## src/bsss_map.svh

```systemverilog
`ifndef BSSS_MAP_SVH
`define BSSS_MAP_SVH

// ****************************************************************
// register byte offsets (low address byte)
// ****************************************************************
`define BSSS_CTRL_OFS 8'h00
`define BSSS_OFFS_OFS 8'h04
`define BSSS_STBY_OFS 8'h08
`define BSSS_INTERP_OFS 8'h0c
`define BSSS_CMD_OFS 8'h10
`define BSSS_STAT_OFS 8'h14

// ****************************************************************
// field positions
// ****************************************************************
`define BSSS_CTRL_MODE_LSB 0
`define BSSS_CTRL_FUEL_LSB 4
`define BSSS_CTRL_LFH_BIT 6
`define BSSS_CTRL_HAND_BIT 7
`define BSSS_CTRL_COMM_BIT 8
`define BSSS_CMD_ENTER_BIT 0
`define BSSS_CMD_LOCKOUT_BIT 1
`define BSSS_CMD_RESTART_BIT 2
`define BSSS_CMD_ONEPT_BIT 3
`define BSSS_CMD_GASCLR_BIT 4

// ****************************************************************
// reset values and limits
// ****************************************************************
`define BSSS_MODE_RST 3'h0
`define BSSS_MODE_HOT_BELOW 3'h3
`define BSSS_MODE_HOT_ABOVE 3'h4
`define BSSS_STAGE_OFS_RST 8'h05
`define BSSS_STAGE_OFS_MIN 8'h02
`define BSSS_STAGE_OFS_MAX 8'h32
`define BSSS_INTERP_RST 4'h7
`define BSSS_INTERP_MIN 4'h1
`define BSSS_INTERP_MAX 4'h9
`define BSSS_PILOT_OFS_RST 8'h05
`define BSSS_RETURN_OFS_RST 8'h05
`define BSSS_SAFETY_MS_RST 16'h0bb8

// ****************************************************************
// timing
// ****************************************************************
`define BSSS_CLK_PERIOD_PS 4000
`define BSSS_MS_PS 1000000000

`endif

```

## src/bsss_pkg.sv

```systemverilog
package bsss_pkg;

	// hot standby sequence, gray along main -> pilot -> main
	typedef enum logic [1:0] {
		ST_MAIN = 2'h0,
		ST_TO_PILOT = 2'h1,
		ST_PILOT = 2'h3,
		ST_TO_MAIN = 2'h2
	} bsss_stby_state_type;

	// selected fuel
	typedef enum logic [1:0] {
		FUEL_1 = 2'h0,
		FUEL_2 = 2'h1,
		FUEL_3 = 2'h2,
		FUEL_4 = 2'h3
	} bsss_fuel_type;

endpackage

```

## src/bsss_top.sv

```systemverilog
// Register access over AHB-Lite and the address map were chosen for this implementation.
`timescale 1ns/1ps
`include "bsss_map.svh"

// Behaviour
// hot standby only for modes 3 or 4
// mode 3 returns below setpoint offset
// mode 4 returns above setpoint offset
// pilot on, main off after safety time
// main on, pilot off after safety time
// check gas pressure during hot standby
// staging only on fuel 2
// four stage outputs on fuel 2
// nozzle 1 follows main valve output
// three offsets, 2 to 50, default 5
// nozzle count from cumulative offsets below setpoint
// interpolation 1 to 9, default 7
// operator enters ascending points on fuel 2
// enter during commissioning adds next nozzle
// low flame hold gives nozzle 1 only
// hand mode gives all four nozzles
// lockout/restart in commissioning resets controller
// single point change on staging resets
// channels 3/4 never servo, 6 not fuel 2
// no air check, no trim on fuel 2
// cumulative nozzles, updated every control update
module bsss_top #(
	parameter int MS_CYCLES = `BSSS_MS_PS / `BSSS_CLK_PERIOD_PS
) (
	input wire logic sys_clk,
	input wire logic arst_n,
	input wire logic hsel,
	input wire logic [31:0] haddr,
	input wire logic [1:0] htrans,
	input wire logic hwrite,
	input wire logic [2:0] hsize,
	input wire logic [31:0] hwdata,
	input wire logic hready,
	output logic [31:0] hrdata,
	output logic hreadyout,
	output logic hresp,
	input wire logic [15:0] measured_value,
	input wire logic [15:0] setpoint,
	input wire logic value_update,
	input wire logic burner_main_valve,
	input wire logic gas_pressure_low_pin,
	output logic pilot_valve,
	output logic main_valve,
	output logic [3:0] nozzle_out,
	output logic ratio_mod_enable,
	output logic air_check_enable,
	output logic exhaust_gas_trim_enable,
	output logic [5:0] servo_ch_enable,
	output logic gas_pressure_check,
	output logic controller_reset
);

	localparam logic [17:0] MS_LAST = 18'(MS_CYCLES - 1);

	// ****************************************************************
	// reset release
	// ****************************************************************
	logic rst_s1_reg;
	logic rst_n_sync; // reset used by the whole design

	// asserted at once, released after two clean edges
	always_ff @(posedge sys_clk or negedge arst_n) begin
		if (!arst_n) begin
			rst_s1_reg <= 1'b0;
			rst_n_sync <= 1'b0;
		end else begin
			rst_s1_reg <= 1'b1;
			rst_n_sync <= rst_s1_reg;
		end
	end

	// ****************************************************************
	// bus front end
	// ****************************************************************
	logic rd_req;
	logic [7:0] rd_ofs;
	logic wr_req;
	logic [7:0] wr_ofs;

	bsss_ahb_slave u_bus (
		.clk(sys_clk),
		.rst_n(rst_n_sync),
		.hsel(hsel),
		.haddr(haddr),
		.htrans(htrans),
		.hwrite(hwrite),
		.hready(hready),
		.rd_req(rd_req),
		.rd_ofs(rd_ofs),
		.wr_req(wr_req),
		.wr_ofs(wr_ofs)
	);

	logic gas_low; // filtered pressure switch level

	bsss_sync3 u_gas_sync (
		.clk(sys_clk),
		.rst_n(rst_n_sync),
		.pin_in(gas_pressure_low_pin),
		.level_out(gas_low)
	);

	// ****************************************************************
	// software registers
	// ****************************************************************
	logic [2:0] mode_reg; // standby mode selection
	bsss_pkg::bsss_fuel_type fuel_reg;
	logic lfh_reg; // low flame hold
	logic hand_reg; // manual hand mode
	logic comm_reg; // commissioning active
	logic [7:0] sofs_reg [3]; // stage offsets 1..3
	logic [7:0] pilot_ofs_reg; // above setpoint to go to pilot
	logic [7:0] ret_ofs_reg; // offset for the return to main
	logic [15:0] safety_ms_reg; // second safety time in ms
	logic [3:0] interp_reg; // stage interpolation
	logic gas_fault_reg; // sticky: low gas in standby

	wire wr_ctrl = wr_req & (wr_ofs == `BSSS_CTRL_OFS);
	wire wr_offs = wr_req & (wr_ofs == `BSSS_OFFS_OFS);
	wire wr_stby = wr_req & (wr_ofs == `BSSS_STBY_OFS);
	wire wr_interp = wr_req & (wr_ofs == `BSSS_INTERP_OFS);
	wire wr_cmd = wr_req & (wr_ofs == `BSSS_CMD_OFS);

	// command strobes, one cycle each
	wire cmd_enter = wr_cmd & hwdata[`BSSS_CMD_ENTER_BIT];
	wire cmd_lockout = wr_cmd & hwdata[`BSSS_CMD_LOCKOUT_BIT];
	wire cmd_restart = wr_cmd & hwdata[`BSSS_CMD_RESTART_BIT];
	wire cmd_onept = wr_cmd & hwdata[`BSSS_CMD_ONEPT_BIT];
	wire cmd_gasclr = wr_cmd & hwdata[`BSSS_CMD_GASCLR_BIT];

	wire is_fuel2 = (fuel_reg == bsss_pkg::FUEL_2);
	wire comm_f2 = comm_reg & is_fuel2;
	// a trip while commissioning fuel 2 behaves as a power-down
	wire comm_abort = comm_f2 & (cmd_lockout | cmd_restart);
	wire onept_abort = is_fuel2 & cmd_onept;

	// out-of-range writes are pulled to the nearest limit
	function automatic logic [7:0] clamp_ofs(input logic [7:0] v);
		if (v < `BSSS_STAGE_OFS_MIN) begin
			return `BSSS_STAGE_OFS_MIN;
		end else if (v > `BSSS_STAGE_OFS_MAX) begin
			return `BSSS_STAGE_OFS_MAX;
		end
		return v;
	endfunction

	function automatic logic [3:0] clamp_interp(input logic [3:0] v);
		if (v < `BSSS_INTERP_MIN) begin
			return `BSSS_INTERP_MIN;
		end else if (v > `BSSS_INTERP_MAX) begin
			return `BSSS_INTERP_MAX;
		end
		return v;
	endfunction

	// control selections; an abort drops commissioning
	always_ff @(posedge sys_clk or negedge rst_n_sync) begin
		if (!rst_n_sync) begin
			mode_reg <= `BSSS_MODE_RST;
			fuel_reg <= bsss_pkg::FUEL_1;
			lfh_reg <= 1'b0;
			hand_reg <= 1'b0;
			comm_reg <= 1'b0;
		end else begin
			if (wr_ctrl) begin
				mode_reg <= hwdata[`BSSS_CTRL_MODE_LSB +: 3];
				fuel_reg <= bsss_pkg::bsss_fuel_type'(hwdata[`BSSS_CTRL_FUEL_LSB +: 2]);
				lfh_reg <= hwdata[`BSSS_CTRL_LFH_BIT];
				hand_reg <= hwdata[`BSSS_CTRL_HAND_BIT];
				comm_reg <= hwdata[`BSSS_CTRL_COMM_BIT];
			end
			if (comm_abort) begin
				comm_reg <= 1'b0;
			end
		end
	end

	// stage offsets, clamped to their legal span
	always_ff @(posedge sys_clk or negedge rst_n_sync) begin
		if (!rst_n_sync) begin
			for (int i = 0; i < 3; i++) begin
				sofs_reg[i] <= `BSSS_STAGE_OFS_RST;
			end
			interp_reg <= `BSSS_INTERP_RST;
		end else begin
			if (wr_offs) begin
				for (int i = 0; i < 3; i++) begin
					sofs_reg[i] <= clamp_ofs(hwdata[8*i +: 8]);
				end
			end
			if (wr_interp) begin
				interp_reg <= clamp_interp(hwdata[3:0]);
			end
		end
	end

	// standby offsets and the second safety time
	always_ff @(posedge sys_clk or negedge rst_n_sync) begin
		if (!rst_n_sync) begin
			pilot_ofs_reg <= `BSSS_PILOT_OFS_RST;
			ret_ofs_reg <= `BSSS_RETURN_OFS_RST;
			safety_ms_reg <= `BSSS_SAFETY_MS_RST;
		end else if (wr_stby) begin
			pilot_ofs_reg <= hwdata[7:0];
			ret_ofs_reg <= hwdata[15:8];
			safety_ms_reg <= hwdata[31:16];
		end
	end

	// ****************************************************************
	// hot standby sequence
	// ****************************************************************
	bsss_pkg::bsss_stby_state_type st_reg;
	bsss_pkg::bsss_stby_state_type st_next;
	logic [17:0] ms_cnt_reg; // cycles within the current ms
	logic [15:0] safe_cnt_reg; // whole ms spent in the overlap

	wire stby_en = (mode_reg == `BSSS_MODE_HOT_BELOW) | (mode_reg == `BSSS_MODE_HOT_ABOVE);
	wire signed [17:0] excess = $signed({2'b00, measured_value}) - $signed({2'b00, setpoint});
	wire signed [17:0] pilot_lim = $signed({10'h000, pilot_ofs_reg});
	wire signed [17:0] ret_lim = $signed({10'h000, ret_ofs_reg});
	wire go_pilot = (excess >= pilot_lim);
	// mode 3 waits below setpoint, mode 4 may return above it
	wire go_main = (mode_reg == `BSSS_MODE_HOT_BELOW) ? (excess <= -ret_lim) :
		(excess <= ret_lim);
	wire overlap = (st_reg == bsss_pkg::ST_TO_PILOT) | (st_reg == bsss_pkg::ST_TO_MAIN);
	wire ms_tick = (ms_cnt_reg == MS_LAST);
	wire safety_done = (safe_cnt_reg >= safety_ms_reg);

	// next state of the pilot/main swap
	always_comb begin
		st_next = st_reg;
		unique case (st_reg)
			bsss_pkg::ST_MAIN: begin
				if (stby_en & burner_main_valve & go_pilot) begin
					st_next = bsss_pkg::ST_TO_PILOT;
				end
			end
			bsss_pkg::ST_TO_PILOT: begin
				if (safety_done) begin
					st_next = bsss_pkg::ST_PILOT;
				end
			end
			bsss_pkg::ST_PILOT: begin
				// a mode change away from standby also brings main back
				if (go_main | ~stby_en) begin
					st_next = bsss_pkg::ST_TO_MAIN;
				end
			end
			bsss_pkg::ST_TO_MAIN: begin
				if (safety_done) begin
					st_next = bsss_pkg::ST_MAIN;
				end
			end
		endcase
	end

	always_ff @(posedge sys_clk or negedge rst_n_sync) begin
		if (!rst_n_sync) begin
			st_reg <= bsss_pkg::ST_MAIN;
		end else begin
			st_reg <= st_next;
		end
	end

	// overlap timer; the ms prescaler keeps the counter narrow
	always_ff @(posedge sys_clk or negedge rst_n_sync) begin
		if (!rst_n_sync) begin
			ms_cnt_reg <= 18'h00000;
			safe_cnt_reg <= 16'h0000;
		end else if (!overlap || st_next != st_reg) begin
			ms_cnt_reg <= 18'h00000;
			safe_cnt_reg <= 16'h0000;
		end else begin
			ms_cnt_reg <= ms_tick ? 18'h00000 : ms_cnt_reg + 18'h00001;
			if (ms_tick && !safety_done) begin
				safe_cnt_reg <= safe_cnt_reg + 16'h0001;
			end
		end
	end

	// pilot held open during both overlaps; main kept through them
	wire pilot_next = (st_next != bsss_pkg::ST_MAIN);
	wire main_next = burner_main_valve & (st_next != bsss_pkg::ST_PILOT);

	// low gas while on pilot is latched; the latch wins over a clear
	always_ff @(posedge sys_clk or negedge rst_n_sync) begin
		if (!rst_n_sync) begin
			gas_fault_reg <= 1'b0;
		end else if (st_reg == bsss_pkg::ST_PILOT && gas_low) begin
			gas_fault_reg <= 1'b1;
		end else if (cmd_gasclr) begin
			gas_fault_reg <= 1'b0;
		end
	end

	// ****************************************************************
	// staged nozzles on fuel 2
	// ****************************************************************
	logic [2:0] stage_reg; // stages 2..4 demanded by load
	logic [2:0] comm_cnt_reg; // nozzles set so far in commissioning
	logic [2:0] stage_chain; // cumulative view of stage_reg
	logic [2:0] noz_cnt; // nozzles wanted, 0..4
	wire signed [17:0] deficit = -excess;

	genvar g;
	generate
		for (g = 0; g < 3; g++) begin : g_stage
			// cumulative threshold and its drop-out margin
			logic [9:0] thr;
			logic [11:0] prod;
			logic [9:0] hyst;
			if (g == 0) begin : g_t0
				assign thr = {2'b00, sofs_reg[0]};
			end else begin : g_tn
				assign thr = g_stage[g-1].thr + {2'b00, sofs_reg[g]};
			end
			// high interpolation keeps the switch-on point but drops out sooner
			assign prod = sofs_reg[g] * (4'h9 - interp_reg + 4'h1);
			assign hyst = {2'b00, prod[11:4]};
			wire on_hit = deficit >= $signed({8'h00, thr});
			wire off_hit = deficit < $signed({8'h00, thr - hyst});
			// thresholds ascend, so lower stages always sit below
			if (g == 0) begin : g_c0
				assign stage_chain[g] = stage_reg[g];
			end else begin : g_cn
				assign stage_chain[g] = stage_reg[g] & stage_chain[g-1];
			end
			// re-evaluated on each control update only
			always_ff @(posedge sys_clk or negedge rst_n_sync) begin
				if (!rst_n_sync) begin
					stage_reg[g] <= 1'b0;
				end else if (value_update) begin
					if (on_hit) begin
						stage_reg[g] <= 1'b1;
					end else if (off_hit) begin
						stage_reg[g] <= 1'b0;
					end
				end
			end
		end
	endgenerate

	// each enter while commissioning fuel 2 opens the next nozzle, up to the fourth
	always_ff @(posedge sys_clk or negedge rst_n_sync) begin
		if (!rst_n_sync) begin
			comm_cnt_reg <= 3'h1;
		end else if (!comm_f2 || comm_abort) begin
			comm_cnt_reg <= 3'h1;
		end else if (cmd_enter && comm_cnt_reg != 3'h4) begin
			comm_cnt_reg <= comm_cnt_reg + 3'h1;
		end
	end

	// nozzle demand by priority: hand, low flame, commissioning, load
	always_comb begin
		if (!is_fuel2) begin
			noz_cnt = 3'h0;
		end else if (hand_reg) begin
			noz_cnt = 3'h4;
		end else if (lfh_reg) begin
			noz_cnt = 3'h1;
		end else if (comm_reg) begin
			noz_cnt = comm_cnt_reg;
		end else begin
			noz_cnt = 3'h1 + {2'b00, stage_chain[0]} + {2'b00, stage_chain[1]}
				+ {2'b00, stage_chain[2]};
		end
	end

	// nozzles ride on the main valve signal, lowest first
	logic [3:0] noz_next;
	generate
		for (g = 0; g < 4; g++) begin : g_noz
			assign noz_next[g] = main_next & (noz_cnt > 3'(g));
		end
	endgenerate

	// ****************************************************************
	// registered outputs
	// ****************************************************************
	// chan 1,2 always; 3,4 are staging neutrals; 6 not on fuel 2
	wire [5:0] servo_next = {~is_fuel2, 1'b1, 2'b00, 2'b11};

	always_ff @(posedge sys_clk or negedge rst_n_sync) begin
		if (!rst_n_sync) begin
			pilot_valve <= 1'b0;
			main_valve <= 1'b0;
			nozzle_out <= 4'h0;
			gas_pressure_check <= 1'b0;
			controller_reset <= 1'b0;
		end else begin
			pilot_valve <= pilot_next;
			main_valve <= main_next;
			nozzle_out <= noz_next;
			gas_pressure_check <= (st_next == bsss_pkg::ST_PILOT);
			controller_reset <= comm_abort | onept_abort;
		end
	end

	always_ff @(posedge sys_clk or negedge rst_n_sync) begin
		if (!rst_n_sync) begin
			ratio_mod_enable <= 1'b1;
			air_check_enable <= 1'b1;
			exhaust_gas_trim_enable <= 1'b1;
			servo_ch_enable <= 6'h33;
		end else begin
			ratio_mod_enable <= ~is_fuel2;
			air_check_enable <= ~is_fuel2;
			exhaust_gas_trim_enable <= ~is_fuel2;
			servo_ch_enable <= servo_next;
		end
	end

	// ****************************************************************
	// read path, registered for the data phase
	// ****************************************************************
	wire [31:0] rd_ctrl = {23'h000000, comm_reg, hand_reg, lfh_reg, fuel_reg, 1'b0, mode_reg};
	wire [31:0] rd_offs = {8'h00, sofs_reg[2], sofs_reg[1], sofs_reg[0]};
	wire [31:0] rd_stby = {safety_ms_reg, ret_ofs_reg, pilot_ofs_reg};
	wire [31:0] rd_stat = {17'h00000, comm_cnt_reg, gas_fault_reg, stage_chain,
		nozzle_out, main_valve, pilot_valve, st_reg};
	logic [31:0] rd_mux;

	// unmapped and command addresses read zero
	always_comb begin
		unique case (rd_ofs)
			`BSSS_CTRL_OFS: rd_mux = rd_ctrl;
			`BSSS_OFFS_OFS: rd_mux = rd_offs;
			`BSSS_STBY_OFS: rd_mux = rd_stby;
			`BSSS_INTERP_OFS: rd_mux = {28'h0000000, interp_reg};
			`BSSS_STAT_OFS: rd_mux = rd_stat;
			default: rd_mux = 32'h00000000;
		endcase
	end

	always_ff @(posedge sys_clk or negedge rst_n_sync) begin
		if (!rst_n_sync) begin
			hrdata <= 32'h00000000;
			hreadyout <= 1'b0;
			hresp <= 1'b0;
		end else begin
			if (rd_req) begin
				hrdata <= rd_mux;
			end
			hreadyout <= 1'b1; // never waits
			hresp <= 1'b0; // always okay
		end
	end

endmodule

```

## src/bsss_sync3.sv

```systemverilog
`timescale 1ns/1ps

// ****************************************************************
// three-stage pin synchroniser with agreement filter
// ****************************************************************
module bsss_sync3 (
	input wire logic clk,
	input wire logic rst_n,
	input wire logic pin_in,
	output logic level_out
);

	logic s1_reg; // metastable stage, read only by s2
	logic s2_reg;
	logic s3_reg;

	// output follows only once the last two stages agree
	always_ff @(posedge clk or negedge rst_n) begin
		if (!rst_n) begin
			s1_reg <= 1'b0;
			s2_reg <= 1'b0;
			s3_reg <= 1'b0;
			level_out <= 1'b0;
		end else begin
			s1_reg <= pin_in;
			s2_reg <= s1_reg;
			s3_reg <= s2_reg;
			if (s2_reg == s3_reg) begin
				level_out <= s3_reg;
			end
		end
	end

endmodule

```

## src/bsss_ahb_slave.sv

```systemverilog
`timescale 1ns/1ps

// ****************************************************************
// ahb-lite address/data phase tracker, zero wait states
// ****************************************************************
module bsss_ahb_slave (
	input wire logic clk,
	input wire logic rst_n,
	input wire logic hsel,
	input wire logic [31:0] haddr,
	input wire logic [1:0] htrans,
	input wire logic hwrite,
	input wire logic hready,
	output logic rd_req,
	output logic [7:0] rd_ofs,
	output logic wr_req,
	output logic [7:0] wr_ofs
);

	logic wr_pend_reg; // write accepted, data phase follows
	logic [7:0] wr_ofs_reg;
	logic xfer;

	// a transfer is taken when selected, active and the bus is ready
	assign xfer = hsel & htrans[1] & hready;
	assign rd_req = xfer & ~hwrite;
	assign rd_ofs = {haddr[7:2], 2'b00};
	assign wr_req = wr_pend_reg;
	assign wr_ofs = wr_ofs_reg;

	// remember a write until its data phase; hwdata is used then
	always_ff @(posedge clk or negedge rst_n) begin
		if (!rst_n) begin
			wr_pend_reg <= 1'b0;
			wr_ofs_reg <= 8'h00;
		end else begin
			wr_pend_reg <= xfer & hwrite;
			wr_ofs_reg <= {haddr[7:2], 2'b00};
		end
	end

endmodule

```

## config.mk

```make
export PLATFORM = sky130hd
export DESIGN_NAME = bsss_top
export DESIGN_NICKNAME = d
export VERILOG_FILES = /design/src/bsss_pkg.sv /design/src/bsss_top.sv /design/src/bsss_sync3.sv /design/src/bsss_ahb_slave.sv
export VERILOG_INCLUDE_DIRS = /design/src
export SDC_FILE = /design/constraint.sdc
export NUM_CORES = 1
export LEC_CHECK = 0
export BUFFER_PORTS_ARGS = -buffer_cell sky130_fd_sc_hd__buf_2
export CAP_MARGIN = 20
export CORE_MARGIN = 3
export CORE_UTILIZATION = 35
export DETAILED_ROUTE_END_ITERATION = 6
export GPL_TIMING_DRIVEN = 0
export HOLD_SLACK_MARGIN = 0.1
export PLACE_DENSITY = 0.63
export SETUP_SLACK_MARGIN = 0.2
export SYNTH_ARGS = -nofsm -noshare
export SYNTH_HDL_FRONTEND = slang
export SYNTH_SLANG_ARGS = --single-unit
```

## constraint.sdc

```tcl
create_clock -name sys_clk -period 8.16 [get_ports sys_clk]
set_input_delay 0.408 -clock sys_clk [delete_from_list [all_inputs] [get_ports sys_clk]]
set_output_delay 0.408 -clock sys_clk [all_outputs]
set_load 0.05 [all_outputs]
```

* Word level (Yosys, flattened, before mapping)
Index checks and enable logic that the tools add are counted.
** Word-level totals
- Input port bits :: 109
- Output and inout port bits :: 51
- Word-level logic and storage cells :: 204
- Flip-flop bits (word level) :: 166
** Operators by class
- Reduce and logical (&&, ||, !) cells :: 22
- $lt $le $gt $ge :: 22
- $add $sub $neg :: 16
- Bitwise logic cells :: 34
- Eq/ne operators :: 20
- Multiplexer cells :: 51
- Multipliers :: 3
** Operators by type and width (count)
- one-hot mux 32 bit (5 select lines) :: 1
- 2-to-1 mux 8 bit :: 9
- < comparator 18 x 11 -> 1 bit :: 3
- 2-to-1 mux 18 bit :: 2
- 2-to-1 mux 16 bit :: 2
- bitwise AND 1 bit :: 26
- == test 6 x 2 -> 1 bit (second input constant) :: 4
- > comparator 8 x 6 -> 1 bit (second input constant) :: 3
- < comparator 8 x 2 -> 1 bit (second input constant) :: 3
- multiplier 8 x 12 -> 12 bit :: 2
- 2-to-1 mux 1 bit :: 23
- adder 18 x 1 -> 18 bit (second input constant) :: 1
- == test 18 bit (second input constant) :: 1
- >= comparator 18 x 10 -> 1 bit :: 1
- >= comparator 18 x 11 -> 1 bit :: 1
- >= comparator 18 x 9 -> 1 bit :: 1
- less-or-equal comparator 17 x 18 -> 1 bit :: 1
- 2-to-1 mux 3 bit :: 6
- negator 17 -> 18 bit :: 1
- negator 8 -> 18 bit :: 1
- >= comparator 17 x 9 -> 1 bit :: 1
- less-or-equal comparator 17 x 9 -> 1 bit :: 1
- subtractor 16 x 16 -> 17 bit :: 1
- adder 16 x 1 -> 16 bit (second input constant) :: 1
- other kinds (39) :: 72

* Longest topological paths before layout
- Depth after elaboration :: 9
- Depth in mapped cells :: 36
- Depth with buffers taken out :: 35

* Hierarchy
From an unflattened synthesis, not the netlist that was laid out.
** Second synthesis, totals
- Cells, all modules :: 2083
- Area, all modules :: 17813.3 um^2
** Modules (own cells, without submodules)
- bsss_top :: times used 1, cells an instance 2058, sequential area each 3906.2 um^2, area each 17428.0 um^2
- bsss_ahb_slave :: times used 1, cells an instance 20, sequential area each 175.2 um^2, area each 274.0 um^2
- bsss_sync3 :: times used 1, cells an instance 5, sequential area each 100.1 um^2, area each 111.4 um^2

* Worst setup path before layout
OpenSTA, ideal clock, no wires.
- Path type :: reg-to-reg
- From :: reg interp_reg[0]
- To :: reg stage_reg[2]
- Clock period less this slack :: 7.014 ns
- Cell stages (with the launch flop) :: 35
- Setup time :: 0.122 ns
- Data arrival time :: 6.892 ns
- Slack :: 1.146 ns
- Data required time :: 8.038 ns
- Buffers on the path :: 1
- Cell sequence :: dfstp_2 -> clkinv_1 -> ha_1 -> nand2_1 -> nor2_1 -> xnor2_1 -> nand2_1 -> o21ai_1 -> clkbuf_1 -> nand2_1 -> fa_1 -> fa_1 -> inv_1 -> fa_1 -> inv_1 -> fa_1 -> inv_1 -> fa_1 -> inv_1 -> ha_1 -> nor2b_1 -> o21ai_0 -> a21oi_1 -> o21ai_0 -> nand2_1 -> a21oi_1 -> o21bai_1 -> xnor2_1 -> ha_1 -> o21ai_0 -> a21oi_1 -> o21a_1 -> o21ai_0 -> nand4b_1 -> a32o_1
** On the way
- Longest elaborated chain between the ends :: 7
** RTL lines
- start, declared :: line bsss_top.sv:120 : logic [3:0] interp_reg;
- start signal, assigned :: line bsss_top.sv:189 : interp_reg <= `BSSS_INTERP_RST;
- start signal, assigned :: line bsss_top.sv:197 : interp_reg <= clamp_interp(hwdata[3:0]);
- subtractor 4 x 4 -> 5 bit :: line bsss_top.sv:324 : assign prod = sofs_reg[g] * (4'h9 - interp_reg + 4'h1);
- adder 5 x 2 -> 6 bit :: line bsss_top.sv:324
- multiplier 9 x 6 -> 12 bit :: line bsss_top.sv:324
- subtractor 10 x 8 -> 10 bit :: line bsss_top.sv:327 : wire off_hit = deficit < $signed({8'h00, thr - hyst});
- < comparator 18 x 11 -> 1 bit :: line bsss_top.sv:327
- nonzero test 2 bit (no line)
- AND reduction 2 bit (no line)
- end signal, assigned by index :: line bsss_top.sv:337 : stage_reg[g] <= 1'b0;
- end signal, assigned by index :: line bsss_top.sv:340 : stage_reg[g] <= 1'b1;
- end signal, assigned by index :: line bsss_top.sv:342 : stage_reg[g] <= 1'b0;
- end, declared :: line bsss_top.sv:305 : logic [2:0] stage_reg;
No other way between the ends.
A chain may end at the register's enable or synchronous reset.

* Worst setup path after layout
- From :: reg interp_reg[1]
- To :: reg stage_reg[2]
Same word-level chain as after synthesis.

==> results by group <==
Worst setup path
  – R2r startpoint: interp_reg[1]$_DFFE_PN1P_
  – Crit Path Max Fanout: 10
  – Critical path class: reg2reg
  – CP endpoint kind: flop
  – Largest stage delay, worst path: 0.60 ns
  – CP Launch Type: flop
  – Reg2Reg Capture Point: stage_reg[2]$_DFFE_PN0P_
  – CP required: 8.50 ns
  – Flop2flop setup slack: 0.67 ns
  – Slowest cell on crit path: dfstp_2
  – CP arrival: 7.82 ns
  – R2R cell count: 33

Power and ir drop
  – Pwr dens: 227 nW/um^2
  – Total power: 4.36 mW
  – VDD IR max: 0.180 mV
  – Leakage: 9.47 nW

Status
  – Status: finished, violations left
  – Violated checks: DRC

Route
  – DR WL/cell: 17.2 um
  – WL met2: 22.2 mm
  – Vias: 14100
  – Post-route DRC: 13
  – DRT Pass-1 Iters: 7
  – Avg Vias per Cell: 5.20
  – Number of DRC markers in iteration 0: 930
  – M1 WL: 20.9 mm
  – Post-DRT Antenna Nets: 0
  – WL met3: 2.68 mm
  – Top routing layer in use: met5
  – WL final: 46.9 mm

Placement
  – Placed instance area: 18500 um^2
  – DP Cell Count: 2676
  – DP Wirelength: 38.3 mm
  – Final RePlAce weighted congestion: 0.927
  – Pre-CTS WS: -0.525 ns
  – IO Port Bufs: 121

Clocking
  – Num CTS Buffers: 17
  – Clock-pin slew on the worst setup and hold paths: 0.07 ns
  – TritonCTS clock tree: built
  – Clock Sinks: 166
  – CTS Buffer Depth: 2
  – CTS root buffer: clkbuf_16
  – Htree depth: 4
  – Worst skew pair latency: 0.45 ns

Cells and area
  – Design area: 19200 um^2
  – Final non-filler cell total: 2718
  – Antenna cell count: 0
  – Synthesis-to-layout area growth: 12.7%
  – Final nets: 2530
  – Proportion of layout cells with a drive suffix above 1: 0.121
  – Final Util: 0.401
  – Max reg flops: 32

Synth
  – Register area share after synthesis: 0.245
  – Synthesized instance count: 1930
  – Synth warnings: 0
  – Post-synthesis async set-or-reset flop share: 1.00
  – Post-Syn Area: 17100 um^2
  – Netlist cell types: 74
  – Synthesized area per cell: 8.84 um^2
  – EDFF count, synth: 0
  – Most used DFF post-synth: dfrtp_1
  – Register bit total from synthesis: 166

Floorplanning
  – Die height: 227 um
  – Initial Util: 0.356
  – Chip width: 227 um
  – Ports: 160
  – Die Area: 51400 um^2
  – Row count: 80
  – Area of the core: 47900 um^2

Hold path
  – Min-Delay Endpoint: u_bus.wr_ofs[3]$_DFF_PN0_
  – Worst hold stages: 1
  – Worst Hold Class: in2reg
  – Hold path start: haddr[3]

STA
  – Worst Hold Slack: 0.133 ns
  – Tmin final: 7.49 ns
  – Setup TNS Final: 0 ns
  – Slew @ Worst Pin: 1.10 ns
  – RSZ-0062 raised after global routing: no
  – Slew HR: 0.264
  – F_max: 0.134 GHz
  – Final worst slack: 0.671 ns
  – Setup-failing EPs final: 0
  – Final hold vios: 0
  – Final Cycle Share: 0.918
  – Post-Route Skew: 0.0140 ns
  – Slew Limit Fails: 0

Global route
  – Largest net degree at the start of global routing: 65
  – Total GRT Usage: 0.186
  – Grt ovf: 0
  – Initial antenna violation count: 1
  – First-pass GRT wire length: 75.3 mm
  – Vias in the first global route: 14200

Job
  – # Max-Cap Violations: 0
==> worst max path at each step <==
| stage | slack (ns) | from | endpoint |
|---|---|---|---|
| after floorplan | 1.15 | interp_reg[0]$_DFFE_PN1P_ | stage_reg[2]$_DFFE_PN0P_ |
| after global placement | -0.38 | interp_reg[0]$_DFFE_PN1P_ | stage_reg[2]$_DFFE_PN0P_ |
| after detailed placement | -0.52 | interp_reg[0]$_DFFE_PN1P_ | stage_reg[2]$_DFFE_PN0P_ |
| after CTS | 0.26 | interp_reg[0]$_DFFE_PN1P_ | stage_reg[2]$_DFFE_PN0P_ |
| after global routing | 0.23 | interp_reg[1]$_DFFE_PN1P_ | stage_reg[2]$_DFFE_PN0P_ |
| final | 0.67 | interp_reg[1]$_DFFE_PN1P_ | stage_reg[2]$_DFFE_PN0P_ |
==> logic make-up (layout without fill, tap and decap cells) <==
| group | count (synthesis) | after routing | share of synthesized area |
|---|---|---|---|
| AOI/OAI and AO/OA | 346 | 346 | 0.132 |
| xor gates and xnor gates | 132 | 132 | 0.0678 |
| adders and majority gates | 332 | 332 | 0.288 |
| buffers and inverters | 342 | 509 | 0.0782 |
| DFF | 166 | 166 | 0.245 |
| muxes | 41 | 41 | 0.0267 |
| other | 2 | 8 | 0.000440 |
| and+or+nand+nor | 569 | 569 | 0.162 |
==> routing by layer <==
metal  GRT usage  up-vias
li1            -     6781
met1       0.248     6837
met2       0.309      447
met3      0.0287       74
met4      0.0568        2
met5           0        -
==> what timing repair did <==
action	4_1_cts	5_1_grt
endpoints found under the hold margin	7	0
setup endpoints to repair	3	2
hold buffers	6	0
cloned	0	0
pin swaps	0	1
resized for setup	6	9
setup buffers	0	4
==> where the power goes <==
part           internal (mW)  total, mW  switching, mW
registers              0.868      0.931         0.0634
clock network          0.409      0.801          0.393
logic                   1.15       2.63           1.48
total                   2.43       4.36           1.93
==> final cells by class <==
| class | count | area (um^2) |
|---|---|---|
| timing repair buffer | 135 | 763 |
| sequential | 166 | 4190 |
| multi-input combinational | 1428 | 11600 |
| tap | 615 | 769 |
| clock inverter | 15 | 154 |
| inverter | 282 | 1060 |
| buffer | 60 | 290 |
| clock buffer | 17 | 425 |
| fill | 4726 | 28700 |
==> critical path, delay by kind of cell, from the launching register on <==
family,cells,cell delay (ns)
fa+ha+maj,8,3.47
xor+xnor,3,0.56
flops,1,0.60
compound gates,11,1.67
buf+inv,6,0.53
simple gates,5,0.53
==> synthesized netlist by cell type, types with 11 or more instances <==
cell type | instances | area (um^2)
ha_1 | 230 | 2880
nand2_1 | 191 | 717
o21bai_1 | 23 | 173
o21a_1 | 20 | 150
nor2b_1 | 21 | 131
clkbuf_1 | 45 | 169
fa_1 | 101 | 2020
and2_1 | 63 | 394
nand2b_1 | 24 | 150
xor2_1 | 49 | 429
a21oi_1 | 95 | 475
a22oi_1 | 14 | 105
a21o_1 | 27 | 203
nand3_1 | 45 | 225
xnor2_1 | 83 | 727
mux2_2 | 36 | 405
a222oi_1 | 11 | 110
dfrtp_1 | 144 | 3600
nor4_1 | 13 | 81.3
dfstp_2 | 22 | 578
nand4_1 | 23 | 144
inv_1 | 280 | 1050
nor2_1 | 120 | 450
o21ai_0 | 78 | 390
buf_4 | 13 | 97.6
nor3_1 | 20 | 100
==> placed cells by master, fill, tap and decap left out, types with 8 or more instances in the layout <==
master / count
nor4_1: 13
o21bai_1: 23
buf_2: 124
ha_1: 230
a21o_1: 27
nand3_1: 45
mux2_2: 36
and3_1: 10
o21ai_0: 78
buf_4: 18
a31oi_1: 9
nand2b_1: 24
clkbuf_16: 17
nand2_1: 191
nor2_1: 120
a21oi_1: 95
dfstp_2: 22
a22o_1: 10
nand4_1: 23
inv_1: 280
xor2_1: 49
xnor2_1: 82
fa_1: 101
a22oi_1: 14
o21a_1: 20
conb_1: 8
clkbuf_1: 41
nor2b_1: 21
a222oi_1: 11
nor3_1: 20
nor3b_1: 8
and2_1: 63
dfrtp_1: 143
Note: power is estimated with default switching activity, not from simulation.
